File: src/hdl/rtcc_defines.svh
// Contract
// - minutes held BCD 00-59 in bits 6:0
// - hours held BCD 00-23 in bits 5:0
// - day of month BCD 01-31 in bits 5:0
// - february gets day 29 when year divisible by four
// - weekday counts 0-6, sunday is zero
// - weekday only counts cyclically, meaning is software's
// - century bit inverts on year 99 to 00
// - century zero means 20xx, one means 19xx
// - month held BCD 01-12 in bits 4:0
// - year held eight-bit BCD 00-99
// - alarm bit 7 set drops field from compare
// - alarm flag sets when enabled fields first match
// - flag holds until cleared, resets only on new match
// - alarm fields are BCD at documented bit ranges
// - clock output enable zero floats the pin
// - select picks 32768, 1024, 32 or 1 Hz
// - seconds BCD in bits 6:0, bit 7 validity
// - writing zero clears alarm flag, one keeps it
// - stop zeroes divider, halts time, 32 kHz stays
`ifndef RTCC_DEFINES_SVH
`define RTCC_DEFINES_SVH

// register byte addresses
`define RTCC_ADDR_SEC    8'h02
`define RTCC_ADDR_MIN    8'h03
`define RTCC_ADDR_HOUR   8'h04
`define RTCC_ADDR_DAY    8'h05
`define RTCC_ADDR_WDAY   8'h06
`define RTCC_ADDR_MON    8'h07
`define RTCC_ADDR_YEAR   8'h08
`define RTCC_ADDR_AMIN   8'h09
`define RTCC_ADDR_AHOUR  8'h0a
`define RTCC_ADDR_ADAY   8'h0b
`define RTCC_ADDR_AWDAY  8'h0c
`define RTCC_ADDR_CLKCTL 8'h0d

// field positions
`define RTCC_BIT_TOP     7
`define RTCC_FLD_ZERO    8'h00

// BCD limits
`define RTCC_BCD_59      7'h59
`define RTCC_BCD_23      6'h23
`define RTCC_BCD_12      5'h12
`define RTCC_BCD_99      8'h99
`define RTCC_WDAY_LAST   3'h6
`define RTCC_MON_FEB     5'h02
`define RTCC_DAY_28      8'h28
`define RTCC_DAY_29      8'h29
`define RTCC_DAY_30      8'h30
`define RTCC_DAY_31      8'h31

// reset values
`define RTCC_RST_DAY     6'h01
`define RTCC_RST_MON     5'h01
`define RTCC_RST_FD      2'h0

// divider chain: 15 stages from the 32768 Hz edge
`define RTCC_DIV_LAST    15'h7fff
`define RTCC_DIV_1024    4
`define RTCC_DIV_32      9
`define RTCC_DIV_1       14

`endif

File: src/hdl/rtcc_pkg.sv
package rtcc_pkg;

    // byte-wide register access request
    typedef struct packed {
        logic       wr;
        logic       rd;
        logic [7:0] addr;
        logic [7:0] data;
    } rtcc_req_t;

    // clock output pin, split into level and enable
    typedef struct packed {
        logic level;
        logic oe;
    } rtcc_pin_t;

    typedef enum logic [1:0] {
        RTCC_FD_32K,
        RTCC_FD_1024,
        RTCC_FD_32,
        RTCC_FD_1
    } rtcc_fd_t;

endpackage

File: src/hdl/rtcc_core.sv
`timescale 1ns/1ps
`default_nettype none
`include "rtcc_defines.svh"

module rtcc_core (
    input  wire logic              i_clk,
    input  wire logic              i_reset_n,
    input  wire logic              i_ce,
    input  wire logic              i_osc_32k,
    input  wire logic              i_stop,
    input  wire rtcc_pkg::rtcc_req_t i_req,
    input  wire logic              i_flag_wr,
    input  wire logic              i_flag_wr_val,
    output var  logic [7:0]        o_rdata,
    output var  logic              o_rd_valid,
    output var  logic              o_alarm_hit_flag,
    output var  rtcc_pkg::rtcc_pin_t o_clock_output_pin
);
    import rtcc_pkg::*;

    // ==========================================================
    // helpers
    function automatic logic [7:0] bcd_inc(input logic [7:0] v);
        if (v[3:0] == 4'h9) begin
            bcd_inc = {v[7:4] + 4'h1, 4'h0};
        end else begin
            bcd_inc = {v[7:4], v[3:0] + 4'h1};
        end
    endfunction

    // BCD year divisible by four, year 00 included
    function automatic logic is_leap(input logic [7:0] y);
        if (y[4] == 1'b0) begin
            is_leap = (y[3:0] == 4'h0) || (y[3:0] == 4'h4) || (y[3:0] == 4'h8);
        end else begin
            is_leap = (y[3:0] == 4'h2) || (y[3:0] == 4'h6);
        end
    endfunction

    // last day of a month in BCD
    function automatic logic [7:0] month_last(input logic [4:0] m, input logic [7:0] y);
        case (m)
            `RTCC_MON_FEB: month_last = is_leap(y) ? `RTCC_DAY_29 : `RTCC_DAY_28;
            5'h04, 5'h06, 5'h09, 5'h11: month_last = `RTCC_DAY_30;
            default: month_last = `RTCC_DAY_31;
        endcase
    endfunction

    function automatic logic wr_at(input rtcc_req_t r, input logic [7:0] a);
        wr_at = r.wr && (r.addr == a);
    endfunction

    // ==========================================================
    // oscillator sync and divider chain
    logic        osc_s1_q;
    logic        osc_s2_q;
    logic        osc_s3_q;
    logic [14:0] div_q;
    logic        osc_rise;
    logic        sec_tick;

    // two flops before use; third only for edge detect
    always_ff @(posedge i_clk) begin
        if (!i_reset_n) begin
            osc_s1_q <= 1'b0;
            osc_s2_q <= 1'b0;
            osc_s3_q <= 1'b0;
        end else if (i_ce) begin
            osc_s1_q <= i_osc_32k;
            osc_s2_q <= osc_s1_q;
            osc_s3_q <= osc_s2_q;
        end
    end

    assign osc_rise = osc_s2_q && !osc_s3_q;
    assign sec_tick = osc_rise && !i_stop && (div_q == `RTCC_DIV_LAST);

    // stop holds every stage at zero, so time freezes
    always_ff @(posedge i_clk) begin
        if (!i_reset_n) begin
            div_q <= 15'h0000;
        end else if (i_ce) begin
            if (i_stop) begin
                div_q <= 15'h0000;
            end else if (osc_rise) begin
                div_q <= div_q + 15'h0001;
            end
        end
    end

    // ==========================================================
    // time and date counters
    logic [6:0] sec_q;
    logic       valid_low_q;
    logic [6:0] min_q;
    logic [5:0] hour_q;
    logic [5:0] day_q;
    logic [2:0] wday_q;
    logic [4:0] mon_q;
    logic       cent_q;
    logic [7:0] year_q;

    logic       c_min;
    logic       c_hour;
    logic       c_day;
    logic       c_mon;
    logic       c_year;
    logic       c_cent;
    logic [7:0] last_day;

    // carry chain, each stage wraps at its BCD limit
    always_comb begin
        last_day = month_last(mon_q, year_q);
        c_min    = sec_tick && (sec_q == `RTCC_BCD_59);
        c_hour   = c_min && (min_q == `RTCC_BCD_59);
        c_day    = c_hour && (hour_q == `RTCC_BCD_23);
        c_mon    = c_day && ({2'b00, day_q} == last_day);
        c_year   = c_mon && (mon_q == `RTCC_BCD_12);
        c_cent   = c_year && (year_q == `RTCC_BCD_99);
    end

    // host writes win over a tick in the same cycle
    always_ff @(posedge i_clk) begin
        if (!i_reset_n) begin
            sec_q       <= 7'h00;
            valid_low_q <= 1'b1;
            min_q       <= 7'h00;
            hour_q      <= 6'h00;
            day_q       <= `RTCC_RST_DAY;
            wday_q      <= 3'h0;
            mon_q       <= `RTCC_RST_MON;
            cent_q      <= 1'b0;
            year_q      <= 8'h00;
        end else if (i_ce) begin
            if (wr_at(i_req, `RTCC_ADDR_SEC)) begin
                sec_q       <= i_req.data[6:0];
                valid_low_q <= i_req.data[`RTCC_BIT_TOP];
            end else if (sec_tick) begin
                sec_q <= c_min ? 7'h00 : 7'(bcd_inc({1'b0, sec_q}));
            end
            if (wr_at(i_req, `RTCC_ADDR_MIN)) begin
                min_q <= i_req.data[6:0];
            end else if (c_min) begin
                min_q <= c_hour ? 7'h00 : 7'(bcd_inc({1'b0, min_q}));
            end
            if (wr_at(i_req, `RTCC_ADDR_HOUR)) begin
                hour_q <= i_req.data[5:0];
            end else if (c_hour) begin
                hour_q <= c_day ? 6'h00 : 6'(bcd_inc({2'b00, hour_q}));
            end
            if (wr_at(i_req, `RTCC_ADDR_DAY)) begin
                day_q <= i_req.data[5:0];
            end else if (c_day) begin
                day_q <= c_mon ? `RTCC_RST_DAY : 6'(bcd_inc({2'b00, day_q}));
            end
            // weekday is a pure modulo-7 counter
            if (wr_at(i_req, `RTCC_ADDR_WDAY)) begin
                wday_q <= i_req.data[2:0];
            end else if (c_day) begin
                wday_q <= (wday_q == `RTCC_WDAY_LAST) ? 3'h0 : wday_q + 3'h1;
            end
            if (wr_at(i_req, `RTCC_ADDR_MON)) begin
                mon_q  <= i_req.data[4:0];
                cent_q <= i_req.data[`RTCC_BIT_TOP];
            end else begin
                if (c_mon) begin
                    mon_q <= c_year ? `RTCC_RST_MON : 5'(bcd_inc({3'b000, mon_q}));
                end
                if (c_cent) begin
                    cent_q <= !cent_q;
                end
            end
            if (wr_at(i_req, `RTCC_ADDR_YEAR)) begin
                year_q <= i_req.data;
            end else if (c_year) begin
                year_q <= c_cent ? 8'h00 : bcd_inc(year_q);
            end
        end
    end

    // ==========================================================
    // alarm compare and flag
    logic [7:0] amin_q;
    logic [7:0] ahour_q;
    logic [7:0] aday_q;
    logic [7:0] awday_q;
    logic       match;
    logic       match_q;
    logic       alarm_rise;
    logic       flag_clear;

    // alarm fields reset disabled, so all fields match right after reset
    always_ff @(posedge i_clk) begin
        if (!i_reset_n) begin
            amin_q  <= 8'h80;
            ahour_q <= 8'h80;
            aday_q  <= 8'h80;
            awday_q <= 8'h80;
        end else if (i_ce) begin
            if (wr_at(i_req, `RTCC_ADDR_AMIN)) begin
                amin_q <= {i_req.data[7], i_req.data[6:0]};
            end
            if (wr_at(i_req, `RTCC_ADDR_AHOUR)) begin
                ahour_q <= {i_req.data[7], 1'b0, i_req.data[5:0]};
            end
            if (wr_at(i_req, `RTCC_ADDR_ADAY)) begin
                aday_q <= {i_req.data[7], 1'b0, i_req.data[5:0]};
            end
            if (wr_at(i_req, `RTCC_ADDR_AWDAY)) begin
                awday_q <= {i_req.data[7], 4'h0, i_req.data[2:0]};
            end
        end
    end

    // a disabled field always counts as matching
    assign match = (amin_q[7]  || (amin_q[6:0]  == min_q))  &&
                   (ahour_q[7] || (ahour_q[5:0] == hour_q)) &&
                   (aday_q[7]  || (aday_q[5:0]  == day_q))  &&
                   (awday_q[7] || (awday_q[2:0] == wday_q));
    assign alarm_rise = match && !match_q;
    assign flag_clear = i_flag_wr && !i_flag_wr_val;

    // edge on match keeps a lingering match from re-arming
    always_ff @(posedge i_clk) begin
        if (!i_reset_n) begin
            match_q          <= 1'b0;
            o_alarm_hit_flag <= 1'b0;
        end else if (i_ce) begin
            match_q <= match;
            if (alarm_rise) begin
                o_alarm_hit_flag <= 1'b1;
            end else if (flag_clear) begin
                o_alarm_hit_flag <= 1'b0;
            end
        end
    end

    // ==========================================================
    // clock output
    logic     fe_q;
    rtcc_fd_t fd_q;
    logic     clk_sel;

    always_ff @(posedge i_clk) begin
        if (!i_reset_n) begin
            fe_q <= 1'b1;
            fd_q <= RTCC_FD_32K;
        end else if (i_ce && wr_at(i_req, `RTCC_ADDR_CLKCTL)) begin
            fe_q <= i_req.data[`RTCC_BIT_TOP];
            fd_q <= rtcc_fd_t'(i_req.data[1:0]);
        end
    end

    // 32 kHz comes from the synchronised oscillator, not the divider
    always_comb begin
        case (fd_q)
            RTCC_FD_32K:  clk_sel = osc_s2_q;
            RTCC_FD_1024: clk_sel = div_q[`RTCC_DIV_1024];
            RTCC_FD_32:   clk_sel = div_q[`RTCC_DIV_32];
            RTCC_FD_1:    clk_sel = div_q[`RTCC_DIV_1];
            default:      clk_sel = osc_s2_q;
        endcase
    end

    // level parked low while floating
    always_ff @(posedge i_clk) begin
        if (!i_reset_n) begin
            o_clock_output_pin <= '0;
        end else if (i_ce) begin
            o_clock_output_pin.oe    <= fe_q;
            o_clock_output_pin.level <= fe_q && clk_sel;
        end
    end

    // ==========================================================
    // register readback; unmapped and meaningless bits read zero
    always_ff @(posedge i_clk) begin
        if (!i_reset_n) begin
            o_rdata    <= `RTCC_FLD_ZERO;
            o_rd_valid <= 1'b0;
        end else if (i_ce) begin
            o_rd_valid <= i_req.rd;
            if (i_req.rd) begin
                case (i_req.addr)
                    `RTCC_ADDR_SEC:    o_rdata <= {valid_low_q, sec_q};
                    `RTCC_ADDR_MIN:    o_rdata <= {1'b0, min_q};
                    `RTCC_ADDR_HOUR:   o_rdata <= {2'b00, hour_q};
                    `RTCC_ADDR_DAY:    o_rdata <= {2'b00, day_q};
                    `RTCC_ADDR_WDAY:   o_rdata <= {5'h00, wday_q};
                    `RTCC_ADDR_MON:    o_rdata <= {cent_q, 2'b00, mon_q};
                    `RTCC_ADDR_YEAR:   o_rdata <= year_q;
                    `RTCC_ADDR_AMIN:   o_rdata <= amin_q;
                    `RTCC_ADDR_AHOUR:  o_rdata <= ahour_q;
                    `RTCC_ADDR_ADAY:   o_rdata <= aday_q;
                    `RTCC_ADDR_AWDAY:  o_rdata <= awday_q;
                    `RTCC_ADDR_CLKCTL: o_rdata <= {fe_q, 5'h00, fd_q};
                    default:           o_rdata <= `RTCC_FLD_ZERO;
                endcase
            end
        end
    end

    // ==========================================================
    // checks
    logic no_wr;
    assign no_wr = !i_req.wr;

    sec_wrap_a:
    assert property (@(posedge i_clk) disable iff (!i_reset_n)
        i_ce && no_wr && sec_tick && (sec_q == `RTCC_BCD_59)
        |=> (sec_q == 7'h00) && (min_q != $past(min_q)))
    else $error("second rollover did not carry into minute");

    leap_day_a:
    assert property (@(posedge i_clk) disable iff (!i_reset_n)
        i_ce && no_wr && c_day && (mon_q == `RTCC_MON_FEB) && (day_q == 6'h28)
        && is_leap(year_q) |=> (day_q == 6'h29) && (mon_q == `RTCC_MON_FEB))
    else $error("leap february skipped day 29");

    century_flip_a:
    assert property (@(posedge i_clk) disable iff (!i_reset_n)
        i_ce && no_wr && c_cent |=> (cent_q != $past(cent_q)) && (year_q == 8'h00))
    else $error("century bit did not invert at year wrap");

    wday_wrap_a:
    assert property (@(posedge i_clk) disable iff (!i_reset_n)
        i_ce && no_wr && c_day && (wday_q == `RTCC_WDAY_LAST) |=> (wday_q == 3'h0))
    else $error("weekday did not wrap to zero");

    alarm_set_a:
    assert property (@(posedge i_clk) disable iff (!i_reset_n)
        i_ce && alarm_rise |=> o_alarm_hit_flag)
    else $error("alarm flag not set on first match");

    alarm_hold_a:
    assert property (@(posedge i_clk) disable iff (!i_reset_n)
        !o_alarm_hit_flag ##1 (i_ce && match && $past(match) && !$past(alarm_rise))
        |=> !o_alarm_hit_flag)
    else $error("alarm flag rose on a persisting match");

    flag_clear_a:
    assert property (@(posedge i_clk) disable iff (!i_reset_n)
        i_ce && i_flag_wr && !alarm_rise |=> (o_alarm_hit_flag == $past(o_alarm_hit_flag && i_flag_wr_val)))
    else $error("alarm flag write gave the wrong result");

    stop_hold_a:
    assert property (@(posedge i_clk) disable iff (!i_reset_n)
        i_ce && i_stop |=> (div_q == 15'h0000) && !sec_tick)
    else $error("divider ran while stopped");

    clk_float_a:
    assert property (@(posedge i_clk) disable iff (!i_reset_n)
        i_ce && !fe_q |=> !o_clock_output_pin.oe && !o_clock_output_pin.level)
    else $error("clock output driven while disabled");

endmodule

`default_nettype wire

File: config.mk
export PLATFORM = sky130hd
export DESIGN_NAME = rtcc_core
export DESIGN_NICKNAME = d
export VERILOG_FILES = /design/src/hdl/rtcc_pkg.sv /design/src/hdl/rtcc_core.sv
export VERILOG_INCLUDE_DIRS = /design/src /design/src/hdl
export SDC_FILE = /design/constraint.sdc
export NUM_CORES = 1
export LEC_CHECK = 0
export ABC_CLOCK_PERIOD_IN_PS = 3800
export BUFFER_PORTS_ARGS = -buffer_cell sky130_fd_sc_hd__buf_4
export CORE_UTILIZATION = 61
export DETAILED_ROUTE_END_ITERATION = 16
export HOLD_SLACK_MARGIN = 0.15
export PLACE_DENSITY = 0.78
export SLEW_MARGIN = 10
export SYNTH_ARGS = -nofsm -noshare
export SYNTH_HDL_FRONTEND = slang
export SYNTH_SLANG_ARGS = --single-unit
File: constraint.sdc
create_clock -name i_clk -period 3.8 [get_ports i_clk]
set_input_delay 0.95 -clock i_clk [delete_from_list [all_inputs] [get_ports i_clk]]
set_output_delay 0.95 -clock i_clk [all_outputs]
set_load 0.05 [all_outputs]
Yosys cells after proc, flatten, opt, wreduce, memory -nomap -nowiden --
Index checks and enable logic that the tools add are counted.
Storage, ports and cells: input port bits 25, word-level logic and storage cells 207, register bits after elaboration 104
Operators by class: $add $sub $neg 14, reductions and logical operators 81, mux-type cells 39, eq/ne operators 42
Operator list (number):
- one-hot mux 8 bit (12 select lines) | 1
- 2-to-1 mux 7 bit | 8
- equality test 8 x 4 -> 1 bit (second input constant) | 6
- 2-to-1 mux 6 bit | 8
- equality test 8 x 3 -> 1 bit (second input constant) | 4
- 2-to-1 mux 8 bit | 4
- AND reduction 2 bit | 16
- 2-to-1 mux 15 bit | 2
- adder 4 x 1 -> 4 bit (second input constant) | 7
- equality test 4 bit (second input constant) | 7
- logical AND 1 bit | 28
- 2-to-1 mux 5 bit | 4
- nonzero test 2 bit | 10
- AND reduction 3 bit | 6
- nonzero test 3 bit | 6
- equality test 8 x 2 -> 1 bit (second input constant) | 2
- adder 15 x 1 -> 15 bit (second input constant) | 1
- equality test 15 bit (second input constant) | 1
- equality test 7 bit (second input constant) | 2
- equality test 6 bit | 2
- equality test 5 x 3 -> 1 bit (second input constant) | 2
- equality test 5 bit (second input constant) | 2
- one-hot mux 5 bit (2 select lines) | 1
- adder 3 x 1 -> 3 bit (second input constant) | 3
- 22 further kinds | 43

Longest topological paths before layout --
depth after elaboration 14, gate-level depth with buffers 11

Worst setup path after synthesis --
OpenSTA, ideal clock, no wires.
path kind input to register, start point in i_req[13] (netlist bit), end point reg sec_q[6], path slack 876 ps, required time 3672 ps, stages 9, setup time 128 ps, arrival 2796 ps, path through or4_1 -> clkbuf_1 -> nor3b_4 -> buf_2 -> nand3_1 -> a21oi_2 -> o21ai_0 -> a22oi_1 -> nor2_1
On the way: cells in the longest elaborated chain, start to end 4, elaborated cells on any way between the ends 6, those cells by class eq/ne: 1; mux: 1; reduce/logical: 4
Ends and longest elaborated chain:
- start, declared | RTL line rtcc_core.sv:11 | input wire rtcc_pkg::rtcc_req_t i_req,
- equality test 8 x 2 -> 1 bit (*) | RTL line rtcc_core.sv:50 | wr_at = r.wr && (r.addr == a);
- logical AND 1 bit (*) | RTL line rtcc_core.sv:50
- nonzero test 3 bit (no source line) or nonzero test 2 bit (tied branches)
- AND reduction 3 bit (no source line)
- end signal, assigned | RTL line rtcc_core.sv:136 | sec_q <= i_req.data[6:0];
- end signal, assigned | RTL line rtcc_core.sv:139 | sec_q <= c_min ? 7'h00 : 7'(bcd_inc({1'b0, sec_q}));
- end, declared | RTL line rtcc_core.sv:93 | logic [6:0] sec_q;
Mark *: on every way between the ends. The rest lies on a longest branch, timed or not. A chain may end at the register's enable or synchronous reset.

Worst setup path in the final report --
start point reg hour_q[0], end point reg wday_q[1]
On the way: cells in the longest elaborated chain, start to end 4
Ends and longest elaborated chain:
- start, declared | RTL line rtcc_core.sv:96 | logic [5:0] hour_q;
- start signal, assigned | RTL line rtcc_core.sv:147 | hour_q <= i_req.data[5:0];
- start signal, assigned | RTL line rtcc_core.sv:149 | hour_q <= c_day ? 6'h00 : 6'(bcd_inc({2'b00, hour_q}));
- equality test 6 bit (no source line)
- logical AND 1 bit | RTL line rtcc_core.sv:116 | c_day = c_hour && (hour_q == `RTCC_BCD_23);
- nonzero test 2 bit (no source line)
- AND reduction 2 bit (no source line)
- end signal, assigned | RTL line rtcc_core.sv:158 | wday_q <= i_req.data[2:0];
- end signal, assigned | RTL line rtcc_core.sv:160 | wday_q <= (wday_q == `RTCC_WDAY_LAST) ? 3'h0 : wday_q + 3'h1;
- end, declared | RTL line rtcc_core.sv:98 | logic [2:0] wday_q;
Every way passes these cells.

==> summary.md <==
The top cell types in the final layout, fill and taps aside, are nor2_1, dfxtp_1, nand2_1. Root buffer cell: clkbuf_8. The tools report the source of the worst register-to-register timing path as hour_q[0]$_SDFFE_PN0P_. After global routing the overflow that remains totals 0.

Synthesis handed over a netlist of 818 instances. The final count of pins violating max slew is 0. The flip-flop cell with the highest count after synthesis was dfxtp_1. Number of enable flip-flop cells after synthesis: 0.

Counting flops with an async set or reset pin after synthesis yields a share of 0%. The wire-length estimate of the detail-placed layout is 14700 um. The number of warnings printed during yosys synthesis came out at 0. The count of buffers added on input and output ports is 36. For the final database, setup skew stands at 16.9 ps.

The worst setup path is launched from a register. For this run, the register share of the synthesized area comes to 31.3%. Wire segments on met3 add up to 1790 um in the final route. The tools report the count of vias placed by the detailed router as 6483. After layout, the minimum clock period comes to 2990 ps. At the pin with the least slew margin, the transition time is 954 ps. In the routed design, unresolved DRC markers number 0. The library cell used most frequently in the layout, excluding fill and tap cells, is nor2_1. The critical path ends at wday_q[1]$_SDFFE_PN0P_. Tracing the worst setup path back leads to its startpoint at hour_q[0]$_SDFFE_PN0P_. The endpoint identified for the worst register-to-register timing path is wday_q[1]$_SDFFE_PN0P_. The startpoint identified for the worst hold timing path is o_rdata[3]$_SDFFE_PN0P_. Max-cap check violation count: 0. Dividing the detail-routed wire length by the instance count gives 21.5 um.

The number of nets in the synthesized netlist is 859. For the number of nets in the layout, the log shows 864. After layout, the worst path uses 78.8% of the clock period.

The count of state elements after synthesis was 104; the count of cells resized by post-cts repair was 0. Of the cells placed in the final design, the portion with a size suffix greater than 1 is 12.1%. The run finished with clean final reports. The static leakage was 2.46 nW. The logs give 35.9% for the headroom to the max-slew limit and 63.5% for the initial cell density of the core.

The critical path arrival came out at 3290 ps. Setup repair after global routing left no endpoint under its margin. STA classifies the critical path endpoint as a register. In this run the worst path has a maximum fanout of 7.

The vertical die dimension is 106 um, and the number of hold buffers added after CTS is 0. After the first detailed-routing iteration, the DRC count stood at 913. The wire length after detailed routing came out at 20700 um. Summed over all failing endpoints, the final setup total negative slack is 0 ps. For the worst setup path, the data required time is 4100 ps. The final hold slack is 463 ps.

The tightest min-delay check is of the register to register type. The number of hold violations in the final report came out at 0. For the all-layer global routing usage, the log shows 37.8%.

Number of search-and-repair iterations in the first detailed-routing pass: 6. TritonCTS built the clock tree. The tools report the number of diodes added for antenna fixing as 0. The clock tree buffer depth is 2. The cell area that synthesis handed to floorplanning was 6650 um^2. The clock buffer count from CTS was 9. After clock tree synthesis, the clock-pin slew on the worst setup and hold paths is 110 ps.

The logs give 32700 um for the first-pass GRT wire length and 37 for the cell row count. The logs give 1.01 for the final weighted congestion in routability-driven placement and 0.349 mV for the largest vdd supply drop. The die covers 11300 um^2. Once the clock tree was built, the setup fixing pass inserted 0 buffers. The worst-case register-to-register setup slack is 810 ps. For this block, wires on met1 add up to 8730 um.

The H-tree depth was 3. The upper clock frequency limit is 334 MHz, and the die width is 106 um. The power density of the placed cells came out at 275 nW/um^2. Wire segments on met2 add up to 9320 um in the final route. The run gives 0 as the number of nets with antenna violations after routing. For the initial antenna violation count, the log shows 0. After detailed routing, no signal wire sits above met4. For the via count of the first global-routing pass, the log shows 6028.

Setup violations remaining at the end of the flow were counted as 0. The tools report the number of distinct library cells after synthesis as 94. Category of the critical setup timing path: register to register.

The logs give 51 for the largest net degree at the start of global routing and 10500 um^2 for the core region area. The run gives 37 as the count of pins on the block boundary. The depth of the most critical reg-to-reg path was 8; the detail-routed via count per cell was 6.73. Relative to the synthesized area, the layout overhead comes to 5.76%. The mean cell area of the mapped netlist works out to 8.13 um^2. The clock reaches the later pin of the worst-skew pair after 410 ps. Clock tree synthesis found a total of 104 sinks.
worst min-delay path by stage:
stage	endpoint	slack, ps	cells past startpoint
3_5_place_dp	o_rdata[3]$_SDFFE_PN0P_	450	2
6_report	o_rdata[3]$_SDFFE_PN0P_	460	2
5_1_grt	o_rdata[2]$_SDFFE_PN0P_	480	2
2_1_floorplan	valid_low_q$_SDFFE_PN1P_	440	2
4_1_cts	o_rdata[3]$_SDFFE_PN0P_	460	2
3_3_place_gp	o_rdata[3]$_SDFFE_PN0P_	440	2
flip-flops by register name, summed over array words and instances, names as in the netlist, 2 cells and up:
signal,count
aday_q,7
day_q,6
wday_q,3
ahour_q,7
year_q,8
hour_q,6
awday_q,4
fd_q,2
o_clock_output_pin,2
mon_q,5
div_q,15
amin_q,8
sec_q,7
o_rdata,8
min_q,7
worst max-delay path, stage by stage (launching register included):
cell,delay (ps)
dfxtp_1,520
ha_1,240
nand4bb_1,300
or3_1,420
and4b_1,520
o21ai_0,330
o21ai_0,280
o21ai_0,120
and2_1,180
layer usage:
layer | GRT usage, % | up-vias
met5 | 0 | -
met4 | 18.7 | 0
li1 | - | 3015
met3 | 8.46 | 64
met1 | 48.9 | 3055
met2 | 59.2 | 349
power breakdown:
| part | switching, mW | total [mW] | internal [mW] |
|---|---|---|---|
| combinational | 0.113 | 0.156 | 0.0429 |
| clock | 0.421 | 0.679 | 0.258 |
| sequential | 0.00349 | 1.10 | 1.09 |
through the flow:
| stage | util [%] | setup slack, ps | power, mW | std cells | instance area, um^2 |
|---|---|---|---|---|---|
| CTS | 67.2 | 855 | 1.93 | 963 | 7030 |
| finish | 67.2 | 806 | 1.93 | 963 | 7030 |
| global route | 67.2 | 672 | 2.00 | 963 | 7030 |
| detailed placement | 65.5 | 518 | 1.27 | 948 | 6850 |
| global placement | 65.5 | 566 | 1.27 | 948 | 6850 |
| floorplan | - | 876 | 1.21 | 818 | 6650 |
cells by family after synthesis:
logic type	synth area share, %
adders and majority gates	3.01
DFF	31.3
muxes	7.19
AOI/OAI and AO/OA	21.6
buffers and inverters	6.38
and+or+nand+nor	25.6
xor gates and xnor gates	4.87
cell usage after synthesis, types with 11 or more instances:
cell type	n	area share [%]
mux2i_1	41	6.2
dfxtp_1	104	31
xnor2_1	11	1.4
nor3_1	24	1.8
xor2_1	26	3.4
o21ai_0	35	2.6
a211oi_1	11	1.2
nor2_1	105	5.9
ha_1	16	3.0
buf_2	11	0.83
inv_1	23	1.3
a21oi_1	36	2.7
a22oi_1	18	2.0
nand3_1	41	3.1
clkbuf_1	30	1.7
nand2_1	68	3.8
area by class of cell:
cell class                      count  area (um^2)
Sequential cell                   104         2080
Fill cell                         916         3430
Timing Repair Buffer               49          368
Multi-Input combinational cell    635         4140
Inverter                           24         90.1
Tap cell                          136          170
Clock inverter                      5         41.3
Clock buffer                       10          138
Note: power is estimated with default switching activity, not from simulation.
